==> src/cbl_pkg.sv <==
// Purpose: shared constants and types for the configuration byte loader
// Assumes: 8 KB flash, four configuration bytes, 8-bit core
// Notes: bit positions are within each configuration byte
package cbl_pkg;
	localparam int CFG_NUM = 4;
	localparam logic [1:0] IDX_BYTE0 = 2'h0;
	localparam logic [1:0] IDX_LOADER = 2'h1;
	localparam logic [1:0] IDX_BYTE2 = 2'h2;
	localparam logic [1:0] IDX_WDT = 2'h3;
	localparam logic [7:0] ERASED = 8'hff;
	// config byte zero
	localparam int B0_BOOT = 7;
	localparam int B0_PWMF = 5;
	localparam int B0_DBGN = 4;
	localparam int B0_RPD = 2;
	localparam int B0_LOCK = 1;
	// loader size byte and watchdog byte
	localparam int LDS_LSB = 0;
	localparam int WDT_LSB = 4;
	localparam logic [2:0] LDS_NONE = 3'h7;
	localparam logic [2:0] LDS_1K = 3'h6;
	localparam logic [2:0] LDS_2K = 3'h5;
	localparam logic [2:0] LDS_3K = 3'h4;
	localparam logic [3:0] FLASH_KB = 4'h8;
	localparam logic [3:0] WDT_OFF = 4'hf;
	localparam logic [3:0] WDT_STOP_IDLE = 4'h5;
	// config byte two
	localparam int B2_BODEN = 7;
	localparam int B2_LVL_LSB = 4;
	localparam int B2_INH = 3;
	localparam int B2_BRST = 2;
	localparam logic [1:0] LVL_2V2 = 2'h3;
	localparam logic [1:0] LVL_2V7 = 2'h2;
	localparam logic [1:0] LVL_3V7 = 2'h1;
	localparam logic [12:0] MV_2V2 = 13'h0898;
	localparam logic [12:0] MV_2V7 = 13'h0a8c;
	localparam logic [12:0] MV_3V7 = 13'h0e74;
	localparam logic [12:0] MV_4V4 = 13'h1130;
	localparam int PWM_CH = 6;

	typedef enum logic [1:0] {
		CMD_READ = 2'b00,
		CMD_PROG = 2'b01,
		CMD_ERASE = 2'b10,
		CMD_CHIP_ERASE = 2'b11
	} cbl_cmd_e;

	typedef enum logic [1:0] {
		ST_LOAD = 2'b00,
		ST_RUN = 2'b01
	} cbl_state_e;

	typedef struct packed {
		cbl_cmd_e cmd;
		logic cfg_space;
		logic [13:0] addr;
		logic [7:0] wdata;
	} cbl_req_s;

	typedef struct packed {
		logic reset_en;
		logic run_in_idle;
	} cbl_wdt_s;
endpackage : cbl_pkg

==> src/cbl_cfg_store.sv <==
// Purpose: nonvolatile image of the configuration bytes
// Assumes: flash-like program (bits only clear) and erase to all ones
// Notes: no reset on purpose, contents survive every reset
module cbl_cfg_store (
	input wire logic ref_clk,
	input wire logic wr_en,
	input wire logic erase_en,
	input wire logic erase_all,
	input wire logic [1:0] idx,
	input wire logic [7:0] wdata,
	output logic [cbl_pkg::CFG_NUM-1:0][7:0] bytes
);
	logic [7:0] mem [cbl_pkg::CFG_NUM];

	generate
		for (genvar i = 0; i < cbl_pkg::CFG_NUM; i++) begin : g_byte
			always_ff @(posedge ref_clk) begin
				if (erase_all || (erase_en && idx == 2'(i))) begin
					mem[i] <= cbl_pkg::ERASED;
				end else if (wr_en && idx == 2'(i)) begin
					mem[i] <= mem[i] & wdata;
				end
			end
			assign bytes[i] = mem[i];
		end
	endgenerate
endmodule : cbl_cfg_store

==> src/cbl_loader.sv <==
// Purpose: configuration byte loader, option mirrors and programmer gate
// Assumes: flash macro read data valid in the cycle of flash_req_q
// Notes: por_flag and soft_flag held steady while rst_b is low
//
// What this block does
// - non-software reset boots application block when boot select is 1, else loader.
// - debug halt with float option 1 tri-states pwm pins; with 0 pwm continues.
// - the float option touches only channels whose pin select bit is 1.
// - debug port enable bit is active low.
// - debug mode with port enabled: hard fault sets flag, never resets.
// - reset pin disable 1 makes the pin a reset; 0 makes it input only.
// - locked chip returns all-ones to programmer flash reads.
// - locked chip ignores programmer flash program attempts.
// - config bytes always readable; locked blocks the programmer's single erase or program of them.
// - for the programmer only chip erase unlocks, and it erases flash and all config bits.
// - lock never restricts self programming by the core.
// - loader size field splits flash into loader and application blocks.
// - brown-out detect enable bit switches the detector.
// - brown-out level field picks 2.2, 2.7, 3.7 or 4.4 volts.
// - inhibit bit with detector on blocks self programming below threshold.
// - brown-out reset enable bit allows or suppresses brown-out reset.
// - watchdog field 1111 leaves a software general purpose timer.
// - watchdog field 0101 resets on time-out and stops in idle.
// - other watchdog values reset on time-out and keep counting in idle.
// - byte zero mirrors reload on every reset.
// - byte two mirrors reload on power-on reset only.
// - mirrors stay software writable between reloads.
module cbl_loader (
	input wire logic ref_clk,
	input wire logic rst_b,
	input wire logic por_flag,
	input wire logic soft_flag,
	output logic core_run_q,
	output logic boot_from_app_q,
	output logic [2:0] loader_kb_q,
	output logic [3:0] app_kb_q,
	input wire logic pgm_valid,
	input wire cbl_pkg::cbl_req_s pgm_cmd,
	output logic pgm_ack_q,
	output logic pgm_refused_q,
	output logic [7:0] pgm_rdata_q,
	input wire logic iap_valid,
	input wire cbl_pkg::cbl_req_s iap_cmd,
	output logic iap_ready,
	output logic iap_ack_q,
	output logic iap_refused_q,
	output logic [7:0] iap_rdata_q,
	output logic flash_req_q,
	output cbl_pkg::cbl_req_s flash_cmd_q,
	input wire logic [7:0] flash_rdata,
	input wire logic sfr_wr,
	input wire logic sfr_sel,
	input wire logic [7:0] sfr_wdata,
	output logic [7:0] sfr_byte0_q,
	output logic [7:0] sfr_byte2_q,
	output logic debug_port_en,
	input wire logic debug_mode,
	input wire logic debug_halt,
	input wire logic [cbl_pkg::PWM_CH-1:0] pwm_pin_select,
	input wire logic [cbl_pkg::PWM_CH-1:0] pwm_out,
	output logic [cbl_pkg::PWM_CH-1:0] pwm_pin_o,
	output logic [cbl_pkg::PWM_CH-1:0] pwm_pin_oe,
	input wire logic hard_fault,
	input wire logic hf_clr,
	output logic hf_flag_q,
	output logic hf_reset_req_q,
	input wire logic reset_pin_n,
	output logic ext_reset_req_q,
	output logic port_bit_q,
	input wire logic vdd_below_bod,
	output logic bod_enable_q,
	output logic [12:0] bod_mv_q,
	output logic bod_reset_req_q,
	output logic wdt_reset_en_q,
	output logic wdt_run_in_idle_q
);
	cbl_pkg::cbl_state_e state_q;
	logic por_seen_q;
	logic soft_seen_q;
	logic [cbl_pkg::CFG_NUM-1:0][7:0] nv_bytes;
	logic [2:0] dec_loader_kb;
	logic [3:0] dec_app_kb;
	cbl_pkg::cbl_wdt_s dec_wdt;
	logic [12:0] dec_bod_mv;
	logic [2:0] lds_q;
	logic [3:0] wdt_q;
	logic locked;
	logic sel_pgm;
	logic sel_iap;
	cbl_pkg::cbl_req_s req;
	logic is_write;
	logic bo_block;
	logic refuse;
	logic s1_valid_q;
	logic s1_pgm_q;
	logic s1_cfg_q;
	logic s1_mask_q;
	logic s1_refuse_q;
	logic [1:0] s1_idx_q;
	logic [7:0] rdata;
	logic st_wr;
	logic st_erase;
	logic st_all;

	// reset kind is caught while reset is held, for use at the load
	always_ff @(posedge ref_clk) begin
		if (!rst_b) begin
			por_seen_q <= por_flag;
			soft_seen_q <= soft_flag;
		end
	end

	always_ff @(posedge ref_clk) begin
		if (!rst_b) begin
			state_q <= cbl_pkg::ST_LOAD;
			core_run_q <= 1'b0;
		end else begin
			case (state_q)
				cbl_pkg::ST_LOAD: begin
					// held one more edge: the decoded split registers a cycle after the copy
					state_q <= cbl_pkg::ST_RUN;
					core_run_q <= 1'b0;
				end
				cbl_pkg::ST_RUN: core_run_q <= 1'b1;
				default: begin
					state_q <= cbl_pkg::ST_LOAD;
					core_run_q <= 1'b0;
				end
			endcase
		end
	end

	// fields copied in the load cycle, core held until then
	always_ff @(posedge ref_clk) begin
		if (!rst_b) begin
			lds_q <= cbl_pkg::LDS_NONE;
			wdt_q <= cbl_pkg::WDT_OFF;
		end else if (state_q == cbl_pkg::ST_LOAD) begin
			lds_q <= nv_bytes[cbl_pkg::IDX_LOADER][cbl_pkg::LDS_LSB +: 3];
			wdt_q <= nv_bytes[cbl_pkg::IDX_WDT][cbl_pkg::WDT_LSB +: 4];
		end
	end

	// boot select: a software reset keeps whatever software left in the mirror
	always_ff @(posedge ref_clk) begin
		if (!rst_b) begin
			boot_from_app_q <= 1'b1;
		end else if (state_q == cbl_pkg::ST_LOAD && !soft_seen_q) begin
			boot_from_app_q <= nv_bytes[cbl_pkg::IDX_BYTE0][cbl_pkg::B0_BOOT];
		end else if (state_q == cbl_pkg::ST_LOAD) begin
			boot_from_app_q <= sfr_byte0_q[cbl_pkg::B0_BOOT];
		end
	end

	// mirrors are not cleared by reset; the load cycle is their only reload
	always_ff @(posedge ref_clk) begin
		if (state_q == cbl_pkg::ST_LOAD && rst_b) begin
			sfr_byte0_q <= nv_bytes[cbl_pkg::IDX_BYTE0];
		end else if (sfr_wr && !sfr_sel && core_run_q) begin
			sfr_byte0_q <= sfr_wdata;
		end
	end

	always_ff @(posedge ref_clk) begin
		if (state_q == cbl_pkg::ST_LOAD && rst_b && por_seen_q) begin
			sfr_byte2_q <= nv_bytes[cbl_pkg::IDX_BYTE2];
		end else if (sfr_wr && sfr_sel && core_run_q) begin
			sfr_byte2_q <= sfr_wdata;
		end
	end

	cbl_option_decode u_decode (
		.lds(lds_q),
		.wdt(wdt_q),
		.lvl(sfr_byte2_q[cbl_pkg::B2_LVL_LSB +: 2]),
		.loader_kb(dec_loader_kb),
		.app_kb(dec_app_kb),
		.wdt_mode(dec_wdt),
		.bod_mv(dec_bod_mv)
	);

	always_ff @(posedge ref_clk) begin
		if (!rst_b) begin
			loader_kb_q <= 3'h0;
			app_kb_q <= cbl_pkg::FLASH_KB;
			wdt_reset_en_q <= 1'b0;
			wdt_run_in_idle_q <= 1'b0;
			bod_mv_q <= cbl_pkg::MV_2V2;
		end else begin
			loader_kb_q <= dec_loader_kb;
			app_kb_q <= dec_app_kb;
			wdt_reset_en_q <= dec_wdt.reset_en;
			wdt_run_in_idle_q <= dec_wdt.run_in_idle;
			bod_mv_q <= dec_bod_mv;
		end
	end

	// brown-out: detector, reset request, level from the software mirror
	always_ff @(posedge ref_clk) begin
		if (!rst_b) begin
			bod_enable_q <= 1'b0;
			bod_reset_req_q <= 1'b0;
		end else begin
			bod_enable_q <= sfr_byte2_q[cbl_pkg::B2_BODEN];
			bod_reset_req_q <= sfr_byte2_q[cbl_pkg::B2_BODEN] && vdd_below_bod &&
				sfr_byte2_q[cbl_pkg::B2_BRST];
		end
	end

	assign debug_port_en = core_run_q && !sfr_byte0_q[cbl_pkg::B0_DBGN];

	generate
		for (genvar c = 0; c < cbl_pkg::PWM_CH; c++) begin : g_pwm
			assign pwm_pin_o[c] = pwm_out[c];
			assign pwm_pin_oe[c] = pwm_pin_select[c] &&
				!(debug_halt && sfr_byte0_q[cbl_pkg::B0_PWMF]);
		end
	endgenerate

	// hard fault in an active debug session only flags; set wins over clear
	always_ff @(posedge ref_clk) begin
		if (!rst_b) begin
			hf_flag_q <= 1'b0;
			hf_reset_req_q <= 1'b0;
		end else begin
			hf_reset_req_q <= hard_fault && !(debug_mode && debug_port_en);
			if (hard_fault && debug_mode && debug_port_en) begin
				hf_flag_q <= 1'b1;
			end else if (hf_clr) begin
				hf_flag_q <= 1'b0;
			end
		end
	end

	always_ff @(posedge ref_clk) begin
		if (!rst_b) begin
			ext_reset_req_q <= 1'b0;
			port_bit_q <= 1'b0;
		end else begin
			ext_reset_req_q <= sfr_byte0_q[cbl_pkg::B0_RPD] && !reset_pin_n;
			port_bit_q <= sfr_byte0_q[cbl_pkg::B0_RPD] ? 1'b0 : reset_pin_n;
		end
	end

	// access gate: programmer always wins the cycle over self programming
	assign locked = !nv_bytes[cbl_pkg::IDX_BYTE0][cbl_pkg::B0_LOCK];
	assign sel_pgm = pgm_valid;
	assign iap_ready = !pgm_valid;
	assign sel_iap = iap_valid && !pgm_valid;
	assign req = sel_pgm ? pgm_cmd : iap_cmd;
	assign is_write = (req.cmd == cbl_pkg::CMD_PROG) || (req.cmd == cbl_pkg::CMD_ERASE);
	assign bo_block = sfr_byte2_q[cbl_pkg::B2_BODEN] && sfr_byte2_q[cbl_pkg::B2_INH] &&
		vdd_below_bod;

	always_comb begin
		if (sel_pgm) begin
			refuse = locked && is_write;
		end else begin
			// lock is not consulted here; the core may not wipe the chip
			refuse = (is_write && bo_block) || (req.cmd == cbl_pkg::CMD_CHIP_ERASE);
		end
	end

	always_ff @(posedge ref_clk) begin
		if (!rst_b) begin
			s1_valid_q <= 1'b0;
			s1_pgm_q <= 1'b0;
			s1_cfg_q <= 1'b0;
			s1_mask_q <= 1'b0;
			s1_refuse_q <= 1'b0;
			s1_idx_q <= 2'h0;
			flash_req_q <= 1'b0;
			flash_cmd_q <= '0;
		end else begin
			s1_valid_q <= sel_pgm || sel_iap;
			s1_pgm_q <= sel_pgm;
			s1_cfg_q <= req.cfg_space;
			s1_mask_q <= sel_pgm && locked && !req.cfg_space;
			s1_refuse_q <= refuse;
			s1_idx_q <= req.addr[1:0];
			flash_req_q <= (sel_pgm || sel_iap) && !refuse &&
				(!req.cfg_space || req.cmd == cbl_pkg::CMD_CHIP_ERASE);
			flash_cmd_q <= req;
		end
	end

	// config writes land one cycle after acceptance, in the cycle of flash_req_q, which only chip erase raises for them
	assign st_wr = s1_valid_q && s1_cfg_q && !s1_refuse_q && flash_cmd_q.cmd == cbl_pkg::CMD_PROG;
	assign st_erase = s1_valid_q && s1_cfg_q && !s1_refuse_q &&
		flash_cmd_q.cmd == cbl_pkg::CMD_ERASE;
	assign st_all = s1_valid_q && !s1_refuse_q &&
		flash_cmd_q.cmd == cbl_pkg::CMD_CHIP_ERASE;

	cbl_cfg_store u_store (
		.ref_clk(ref_clk),
		.wr_en(st_wr),
		.erase_en(st_erase),
		.erase_all(st_all),
		.idx(s1_idx_q),
		.wdata(flash_cmd_q.wdata),
		.bytes(nv_bytes)
	);

	// config bytes never masked, flash masked to erased for a locked programmer
	assign rdata = s1_cfg_q ? nv_bytes[s1_idx_q] :
		(s1_mask_q ? cbl_pkg::ERASED : flash_rdata);

	always_ff @(posedge ref_clk) begin
		if (!rst_b) begin
			pgm_ack_q <= 1'b0;
			pgm_refused_q <= 1'b0;
			pgm_rdata_q <= 8'h00;
			iap_ack_q <= 1'b0;
			iap_refused_q <= 1'b0;
			iap_rdata_q <= 8'h00;
		end else begin
			pgm_ack_q <= s1_valid_q && s1_pgm_q;
			pgm_refused_q <= s1_valid_q && s1_pgm_q && s1_refuse_q;
			iap_ack_q <= s1_valid_q && !s1_pgm_q;
			iap_refused_q <= s1_valid_q && !s1_pgm_q && s1_refuse_q;
			if (s1_valid_q && s1_pgm_q) begin
				pgm_rdata_q <= rdata;
			end
			if (s1_valid_q && !s1_pgm_q) begin
				iap_rdata_q <= rdata;
			end
		end
	end

	property p_boot;
		@(posedge ref_clk) disable iff (!rst_b)
		$rose(core_run_q) && !soft_seen_q |->
			boot_from_app_q == $past(nv_bytes[cbl_pkg::IDX_BYTE0][cbl_pkg::B0_BOOT]);
	endproperty
	a_boot: assert property (p_boot) else $error("boot select not loaded");

	property p_pwm_float;
		@(posedge ref_clk) disable iff (!rst_b)
		debug_halt && sfr_byte0_q[cbl_pkg::B0_PWMF] |-> pwm_pin_oe == '0;
	endproperty
	a_pwm_float: assert property (p_pwm_float) else $error("pwm pin driven in halt");

	property p_hard_fault;
		@(posedge ref_clk) disable iff (!rst_b)
		hard_fault && debug_mode && debug_port_en |=> hf_flag_q && !hf_reset_req_q;
	endproperty
	a_hard_fault: assert property (p_hard_fault) else $error("hard fault reset in debug");

	property p_reset_pin;
		@(posedge ref_clk) disable iff (!rst_b)
		!sfr_byte0_q[cbl_pkg::B0_RPD] && core_run_q |=> !ext_reset_req_q;
	endproperty
	a_reset_pin: assert property (p_reset_pin) else $error("pin reset while disabled");

	property p_lock_read;
		@(posedge ref_clk) disable iff (!rst_b)
		sel_pgm && locked && !req.cfg_space && req.cmd == cbl_pkg::CMD_READ |->
			##2 pgm_ack_q && pgm_rdata_q == cbl_pkg::ERASED;
	endproperty
	a_lock_read: assert property (p_lock_read) else $error("locked read not masked");

	property p_lock_prog;
		@(posedge ref_clk) disable iff (!rst_b)
		sel_pgm && locked && req.cmd == cbl_pkg::CMD_PROG |=> !flash_req_q ##1 pgm_refused_q;
	endproperty
	a_lock_prog: assert property (p_lock_prog) else $error("locked program took effect");

	property p_cfg_read;
		@(posedge ref_clk) disable iff (!rst_b)
		sel_pgm && req.cfg_space && req.cmd == cbl_pkg::CMD_READ |->
			##2 pgm_ack_q && !pgm_refused_q;
	endproperty
	a_cfg_read: assert property (p_cfg_read) else $error("config read refused");

	property p_iap_lock;
		@(posedge ref_clk) disable iff (!rst_b)
		sel_iap && locked && !bo_block && req.cmd == cbl_pkg::CMD_PROG && !req.cfg_space
			|=> flash_req_q;
	endproperty
	a_iap_lock: assert property (p_iap_lock) else $error("lock blocked self program");

	property p_bo_inhibit;
		@(posedge ref_clk) disable iff (!rst_b)
		sel_iap && bo_block && is_write |-> ##1 !flash_req_q ##1 iap_refused_q;
	endproperty
	a_bo_inhibit: assert property (p_bo_inhibit) else $error("program below threshold");

	property p_byte2_hold;
		@(posedge ref_clk) disable iff (!rst_b)
		$rose(core_run_q) && !por_seen_q |-> $stable(sfr_byte2_q);
	endproperty
	a_byte2_hold: assert property (p_byte2_hold) else $error("byte two reloaded");
endmodule : cbl_loader

==> src/cbl_option_decode.sv <==
// Purpose: decode option fields into sizes, modes and thresholds
// Assumes: fields already aligned to bit zero
// Notes: purely combinational
module cbl_option_decode (
	input wire logic [2:0] lds,
	input wire logic [3:0] wdt,
	input wire logic [1:0] lvl,
	output logic [2:0] loader_kb,
	output logic [3:0] app_kb,
	output cbl_pkg::cbl_wdt_s wdt_mode,
	output logic [12:0] bod_mv
);
	always_comb begin
		case (lds)
			cbl_pkg::LDS_NONE: loader_kb = 3'h0;
			cbl_pkg::LDS_1K: loader_kb = 3'h1;
			cbl_pkg::LDS_2K: loader_kb = 3'h2;
			cbl_pkg::LDS_3K: loader_kb = 3'h3;
			default: loader_kb = 3'h4;
		endcase
		app_kb = cbl_pkg::FLASH_KB - {1'b0, loader_kb};
		wdt_mode.reset_en = (wdt != cbl_pkg::WDT_OFF);
		wdt_mode.run_in_idle = wdt_mode.reset_en && (wdt != cbl_pkg::WDT_STOP_IDLE);
		case (lvl)
			cbl_pkg::LVL_2V2: bod_mv = cbl_pkg::MV_2V2;
			cbl_pkg::LVL_2V7: bod_mv = cbl_pkg::MV_2V7;
			cbl_pkg::LVL_3V7: bod_mv = cbl_pkg::MV_3V7;
			default: bod_mv = cbl_pkg::MV_4V4;
		endcase
	end
endmodule : cbl_option_decode

==> config.mk <==
export PLATFORM = sky130hd
export DESIGN_NAME = cbl_loader
export DESIGN_NICKNAME = d
export VERILOG_FILES = /design/src/cbl_pkg.sv /design/src/cbl_cfg_store.sv /design/src/cbl_loader.sv /design/src/cbl_option_decode.sv
export SDC_FILE = /design/constraint.sdc
export NUM_CORES = 1
export LEC_CHECK = 0
export ABC_AREA = 1
export ABC_CLOCK_PERIOD_IN_PS = 2800
export BUFFER_PORTS_ARGS = -buffer_cell sky130_fd_sc_hd__buf_2
export CAP_MARGIN = 40
export CELL_PAD_IN_SITES_DETAIL_PLACEMENT = 0
export CELL_PAD_IN_SITES_GLOBAL_PLACEMENT = 2
export CORE_ASPECT_RATIO = 0.9
export CORE_MARGIN = 2
export CORE_UTILIZATION = 31
export CTS_BUF_LIST = sky130_fd_sc_hd__clkbuf_4
export DETAILED_ROUTE_END_ITERATION = 7
export PLACE_DENSITY_LB_ADDON = 0.25
export SLEW_MARGIN = 20
export SYNTH_ARGS = -nofsm -noshare
export SYNTH_HDL_FRONTEND = slang
export SYNTH_SLANG_ARGS = --single-unit
==> constraint.sdc <==
create_clock -name ref_clk -period 2.8 [get_ports ref_clk]
set_input_delay 0.56 -clock ref_clk [delete_from_list [all_inputs] [get_ports ref_clk]]
set_output_delay 0.56 -clock ref_clk [all_outputs]
set_load 0.005 [all_outputs]
## Word level (Yosys, flattened, before mapping)

Memory sizes are Yosys's and may differ from the RTL's.
Cells that the tools add are included.

| storage, ports and cells | value |
|---|---|
| flip-flop bits (word level) | 109 |
| word-level logic and storage cells | 186 |
| memories | 1 |
| input bits | 92 |
| bits in writable memories | 32 |

Memory list:

| name | words | width | rd ports | clocked after memory_dff | write ports | line | text |
|---|---|---|---|---|---|---|---|
| u_store.mem | 4 | 8 | 4 | 0 | 4 | cbl_cfg_store.sv:13 | `logic [7:0] mem [cbl_pkg::CFG_NUM];` |

| operators by class | value |
|---|---|
| magnitude comparators | 1 |
| mux-type cells | 42 |
| add/subtract/negate cells | 1 |
| bitwise gates (word level) | 9 |
| reduce and logical (&&, ||, !) cells | 77 |
| eq/ne operators | 19 |

Operators with widths:

| kind | count |
|---|---|
| 8-bit two-way mux | 11 |
| 1-bit logical AND | 50 |
| 13-bit one-hot mux with 3 select lines | 1 |
| 8-bit bitwise AND | 4 |
| 1-bit two-way mux | 26 |
| 25-bit two-way mux | 1 |
| 8-bit binary-select mux with 2-bit select | 1 |
| 2-bit == test (second input constant) | 8 |
| 3-bit == test (second input constant) | 4 |
| 1-bit logical NOT | 12 |
| 3-bit one-hot mux with 4 select lines | 1 |
| 2-bit by 1-bit == test with 1-bit output (second input constant) | 5 |
| 1-bit logical OR | 8 |
| 2-bit nonzero test | 4 |
| 2-bit logical NOT | 2 |
| 4-bit by 3-bit != test with 1-bit output (second input constant) | 1 |
| 4-bit != test (second input constant) | 1 |
| 1-bit bitwise OR | 4 |
| 2-bit one-hot mux with 2 select lines | 1 |
| 4-bit by 3-bit subtractor with 4-bit output (first input constant) | 1 |
| 2-bit by 3-bit < comparator with 1-bit output (second input constant) | 1 |
| 2-bit OR reduction | 1 |
| 1-bit NOT | 1 |

## Depth between registers and ports, before layout

| depth | value |
|---|---|
| depth in word-level cells | 9 |
| depth in mapped cells | 10 |

## By module

A second synthesis with hierarchy kept.

| unflattened totals | value |
|---|---|
| cells, all modules | 679 |
| area, all modules | 5,860.6 sq um |

Modules (own cells, without submodules):

| module | instances | area an instance (sq um) | cells an instance |
|---|---|---|---|
| cbl_loader | 1 | 4,200.3 | 522 |
| cbl_cfg_store | 1 | 1,427.6 | 120 |
| cbl_option_decode | 1 | 232.7 | 37 |

## Least setup slack after synthesis

No wires, ideal clock.

| path | value |
|---|---|
| kind | input to register |
| from | input pgm_valid |
| to | register flash_req_q |
| stages | 10 |
| setup slack | 1,015 ps |
| data required time | 2,736 ps |
| library setup time | 64 ps |
| path buffers | 1 |
| arrival | 1,721 ps |
| path through | buf_2 -> clkinv_1 -> nand2_1 -> nand2_1 -> ha_1 -> nand2_1 -> o21bai_1 -> a21oi_1 -> nand2_1 -> nor2_1 |

RTL lines:

| what | line | text |
|---|---|---|
| start, declared | cbl_loader.sv:37 | `input wire logic pgm_valid,` |
| end signal, assigned | cbl_loader.sv:281 | `flash_req_q <= (sel_pgm \|\| sel_iap) && !refuse &&` |
| end, declared | cbl_loader.sv:48 | `output logic flash_req_q,` |

## Worst setup path after layout

| path | value |
|---|---|
| from | register flash_cmd_q[8] in the netlist's numbering |
| to | output flash_cmd_q[8] in the netlist's numbering |

RTL lines:

| what | line | text |
|---|---|---|
| start, declared | cbl_loader.sv:49 | `output cbl_pkg::cbl_req_s flash_cmd_q,` |
| start signal, assigned | cbl_loader.sv:283 | `flash_cmd_q <= req;` |

No word-level cell between the ends.

==> results.ini <==
[place]
portBuffers=183
place_hpwl_mm=11.9
gp_congestion=0.831

[timing]
min_period_ns=2.14
finalSetupViolations=0
worst_pin_slew_ns=0.562
fin_crit_sh_pct=76.6
rsz0062_at_grt=no
max_freq_ghz=0.466
hold_violations=0
finalHoldWorstSlack_ns=0.199
final_max_slew_viol_count=0
fin_worst_skew_ns=0.0183
max_slew_margin_pct=62.5
final.setup.tns_ns=0

[grt]
grt_antenna_before_repair=2
overflow=0
grt_max_degree=57
grt_pass1_wl_mm=24.0
grt_pass1_vias=4494
track_usage_pct=17.3

[route]
via_per_inst=4.59
ant_nets=0
drt_wl_total_mm=15.6
drtPass1Iterations=5
first_iter_violations=217
route.vias.total=4687
drt-wirelength-per-cell_um=15.3
drc=0

[clocking]
cts_root_buffer=clkbuf_4
cts.sinks=131
cts_tree=done
cts_inserted_buffers=17
clk_latency_ns=0.53
cts_resized=0
htreeDepth=4
cts_setup_buffers=0
clkTransAtPathRegs_ns=0.12
cts_buffer_depth=2
hold_buffers=0

[logic_synthesis]
ys_warn_count=0
synth_area_leaders=dfxtp_1 (30%), edfxtp_1 (28%), nand2_1 (10%), o21ai_0 (7.2%), nor2_1 (5.1%)
avgSynthCellArea_um2=8.62
synth_area_leader_cell=dfxtp_1
ys_ff_latch=131
syn_inst=623
syn-cell-area_mm2=0.00537
yosysTopAreaCellShare_pct=30.2
ys_types=32
seq_area_frac_synth_pct=58.2

[cells_and_area]
final_core_util_pct=39.8
nNetsFinal=894
drive_gt1_share_pct=28.9
area_delta_synth_final_pct=25.2
nFillCells=1797

[floorplan]
rows=45
start_util_pct=31.8
coreArea_mm2=0.0169
ios=198
dieArea_mm2=0.0184
die-height_um=129
die_w_um=143

[pwr]
p_leak_nw=3.30
irDropWorstVdd_uv=261
power_density_mw_per_mm2=610
finalPower_mw=4.10

[job]
drv_cap=0

[worst_setup_path]
critical-path-max-stage-delay_ns=0.55
crit_type=flop to primary output
critPathSlowestCell=dfxtp_1
crit_chain=buf_4 > buf_4 > buf_2
startpoint_type=flop
crit_path_frequent_cell=buf_4
cpLargestDelayFamily=flip-flops
worstPathMaxFanout=10
path_buf_inv=3
critPathArrivalTime_ns=1.58
worstPathRequired_ns=2.24
end_kind=primary output

[worst_hold_path]
min_path_type=input pin to flop

[run_status]
outcome=completed

[metrics by stage]
| step | setup slack [ns] | instance area [um^2] | std cells |
|---|---|---|---|
| 2_1_floorplan | 1.01 | 5370 | 624 |
| 3_3_place_gp | 0.913 | 6370 | 988 |
| 3_5_place_dp | 0.854 | 6370 | 988 |
| 4_1_cts | 0.571 | 6720 | 1020 |
| 5_1_grt | 0.508 | 6720 | 1021 |
| 6_report | 0.655 | 6720 | 1021 |
[worst register-to-register path, delay by kind of cell (launching register included)]
kind	cells	cell delay (ns)
and+or+nand+nor	4	0.82
DFF	1	0.63
[kinds of logic (layout without fill, tap and decap cells)]
family | count (synthesis) | after routing | share of synthesized area (%)
xor+xnor | 1 | 1 | 0.163
other cells | 1 | 3 | 0.0698
flops | 131 | 131 | 58.2
fa+ha+maj | 6 | 6 | 1.40
simple gates | 258 | 258 | 19.5
compound gates | 110 | 110 | 10.7
buf+inv | 115 | 300 | 9.79
mux | 1 | 1 | 0.186
[layout by cell type (no fill, tap or decap), drive strengths merged, types with 2 or more instances in the layout]
cell type	synthesis	layout
nor2	77	77
nand3	18	18
conb	1	2
bufinv	0	5
a22oi	6	6
dfxtp	81	81
ha	6	6
inv	77	81
edfxtp	50	50
buf	32	190
nor3	4	4
clkbuf	5	19
o21ai	80	80
nand2	152	152
a21oi	21	21
nor4	2	2
clkinv	1	4
nand4	5	5
[path summary, 6_finish.rpt]
| path | cells after the start | slack, ns | endpoint | startpoint |
|---|---|---|---|---|
| max reg2reg | 4 | 1.00 | u_store.mem[1][3] | s1_cfg_q |
| min | 1 | 0.20 | por_seen_q | por_flag |
| min reg2reg | 2 | 0.48 | hf_flag_q | hf_flag_q |
| max | 3 | 0.66 | flash_cmd_q[8] | flash_cmd_q[8] |
[flip-flops by register name (all words and copies together), names as in the netlist, 3 cells and up]
signal,flops
flash_cmd_q,24
loader_kb_q,3
wdt_q,4
lds_q,3
app_kb_q,3
iap_rdata_q,8
pgm_rdata_q,8
sfr_byte2_q,8
u_store.mem,32
bod_mv_q,7
sfr_byte0_q,8
[power by group]
| part | internal (mW) | switching [mW] |
|---|---|---|
| clock network | 0.822 | 0.732 |
| logic | 0.174 | 0.242 |
| registers | 2.07 | 0.0586 |
| total | 3.07 | 1.03 |
[metal layers]
metal,vias up,global-route usage (%),share of wire [%]
met4,2,4.72,0.89
met3,11,4.95,6.6
met5,-,0,0.077
met1,2188,23.0,47
met2,148,27.9,46
li1,2338,-,-
[final cells by class]
type / count / area (um^2) / share of cell area [%]
Sequential cell: 131 / 3120 / 46.5
Timing Repair Buffer: 190 / 968 / 14.4
Tap cell: 211 / 264 / 3.93
Inverter: 78 / 293 / 4.36
Clock buffer: 19 / 143 / 2.12
Multi-Input combinational cell: 378 / 1720 / 25.6
Clock inverter: 13 / 205 / 3.05
Antenna cell: 1 / 2.50 / 0.0372
[synthesized netlist by cell type (all sizes together)]
| cell | instances |
|---|---|
| nand2 | 152 |
| dfxtp | 81 |
| o21ai | 80 |
| inv | 77 |
| nor2 | 77 |
| edfxtp | 50 |
| buf | 32 |
| a21oi | 21 |
| nand3 | 18 |
| a22oi | 6 |
| ha | 6 |
| clkbuf | 5 |
| nand4 | 5 |
| nor3 | 4 |
| nor4 | 2 |
| clkinv | 1 |
| conb | 1 |
| mux2i | 1 |
| o211ai | 1 |
| o21bai | 1 |
| o22ai | 1 |
| xnor2 | 1 |
Power figures use the tool's default switching activity.
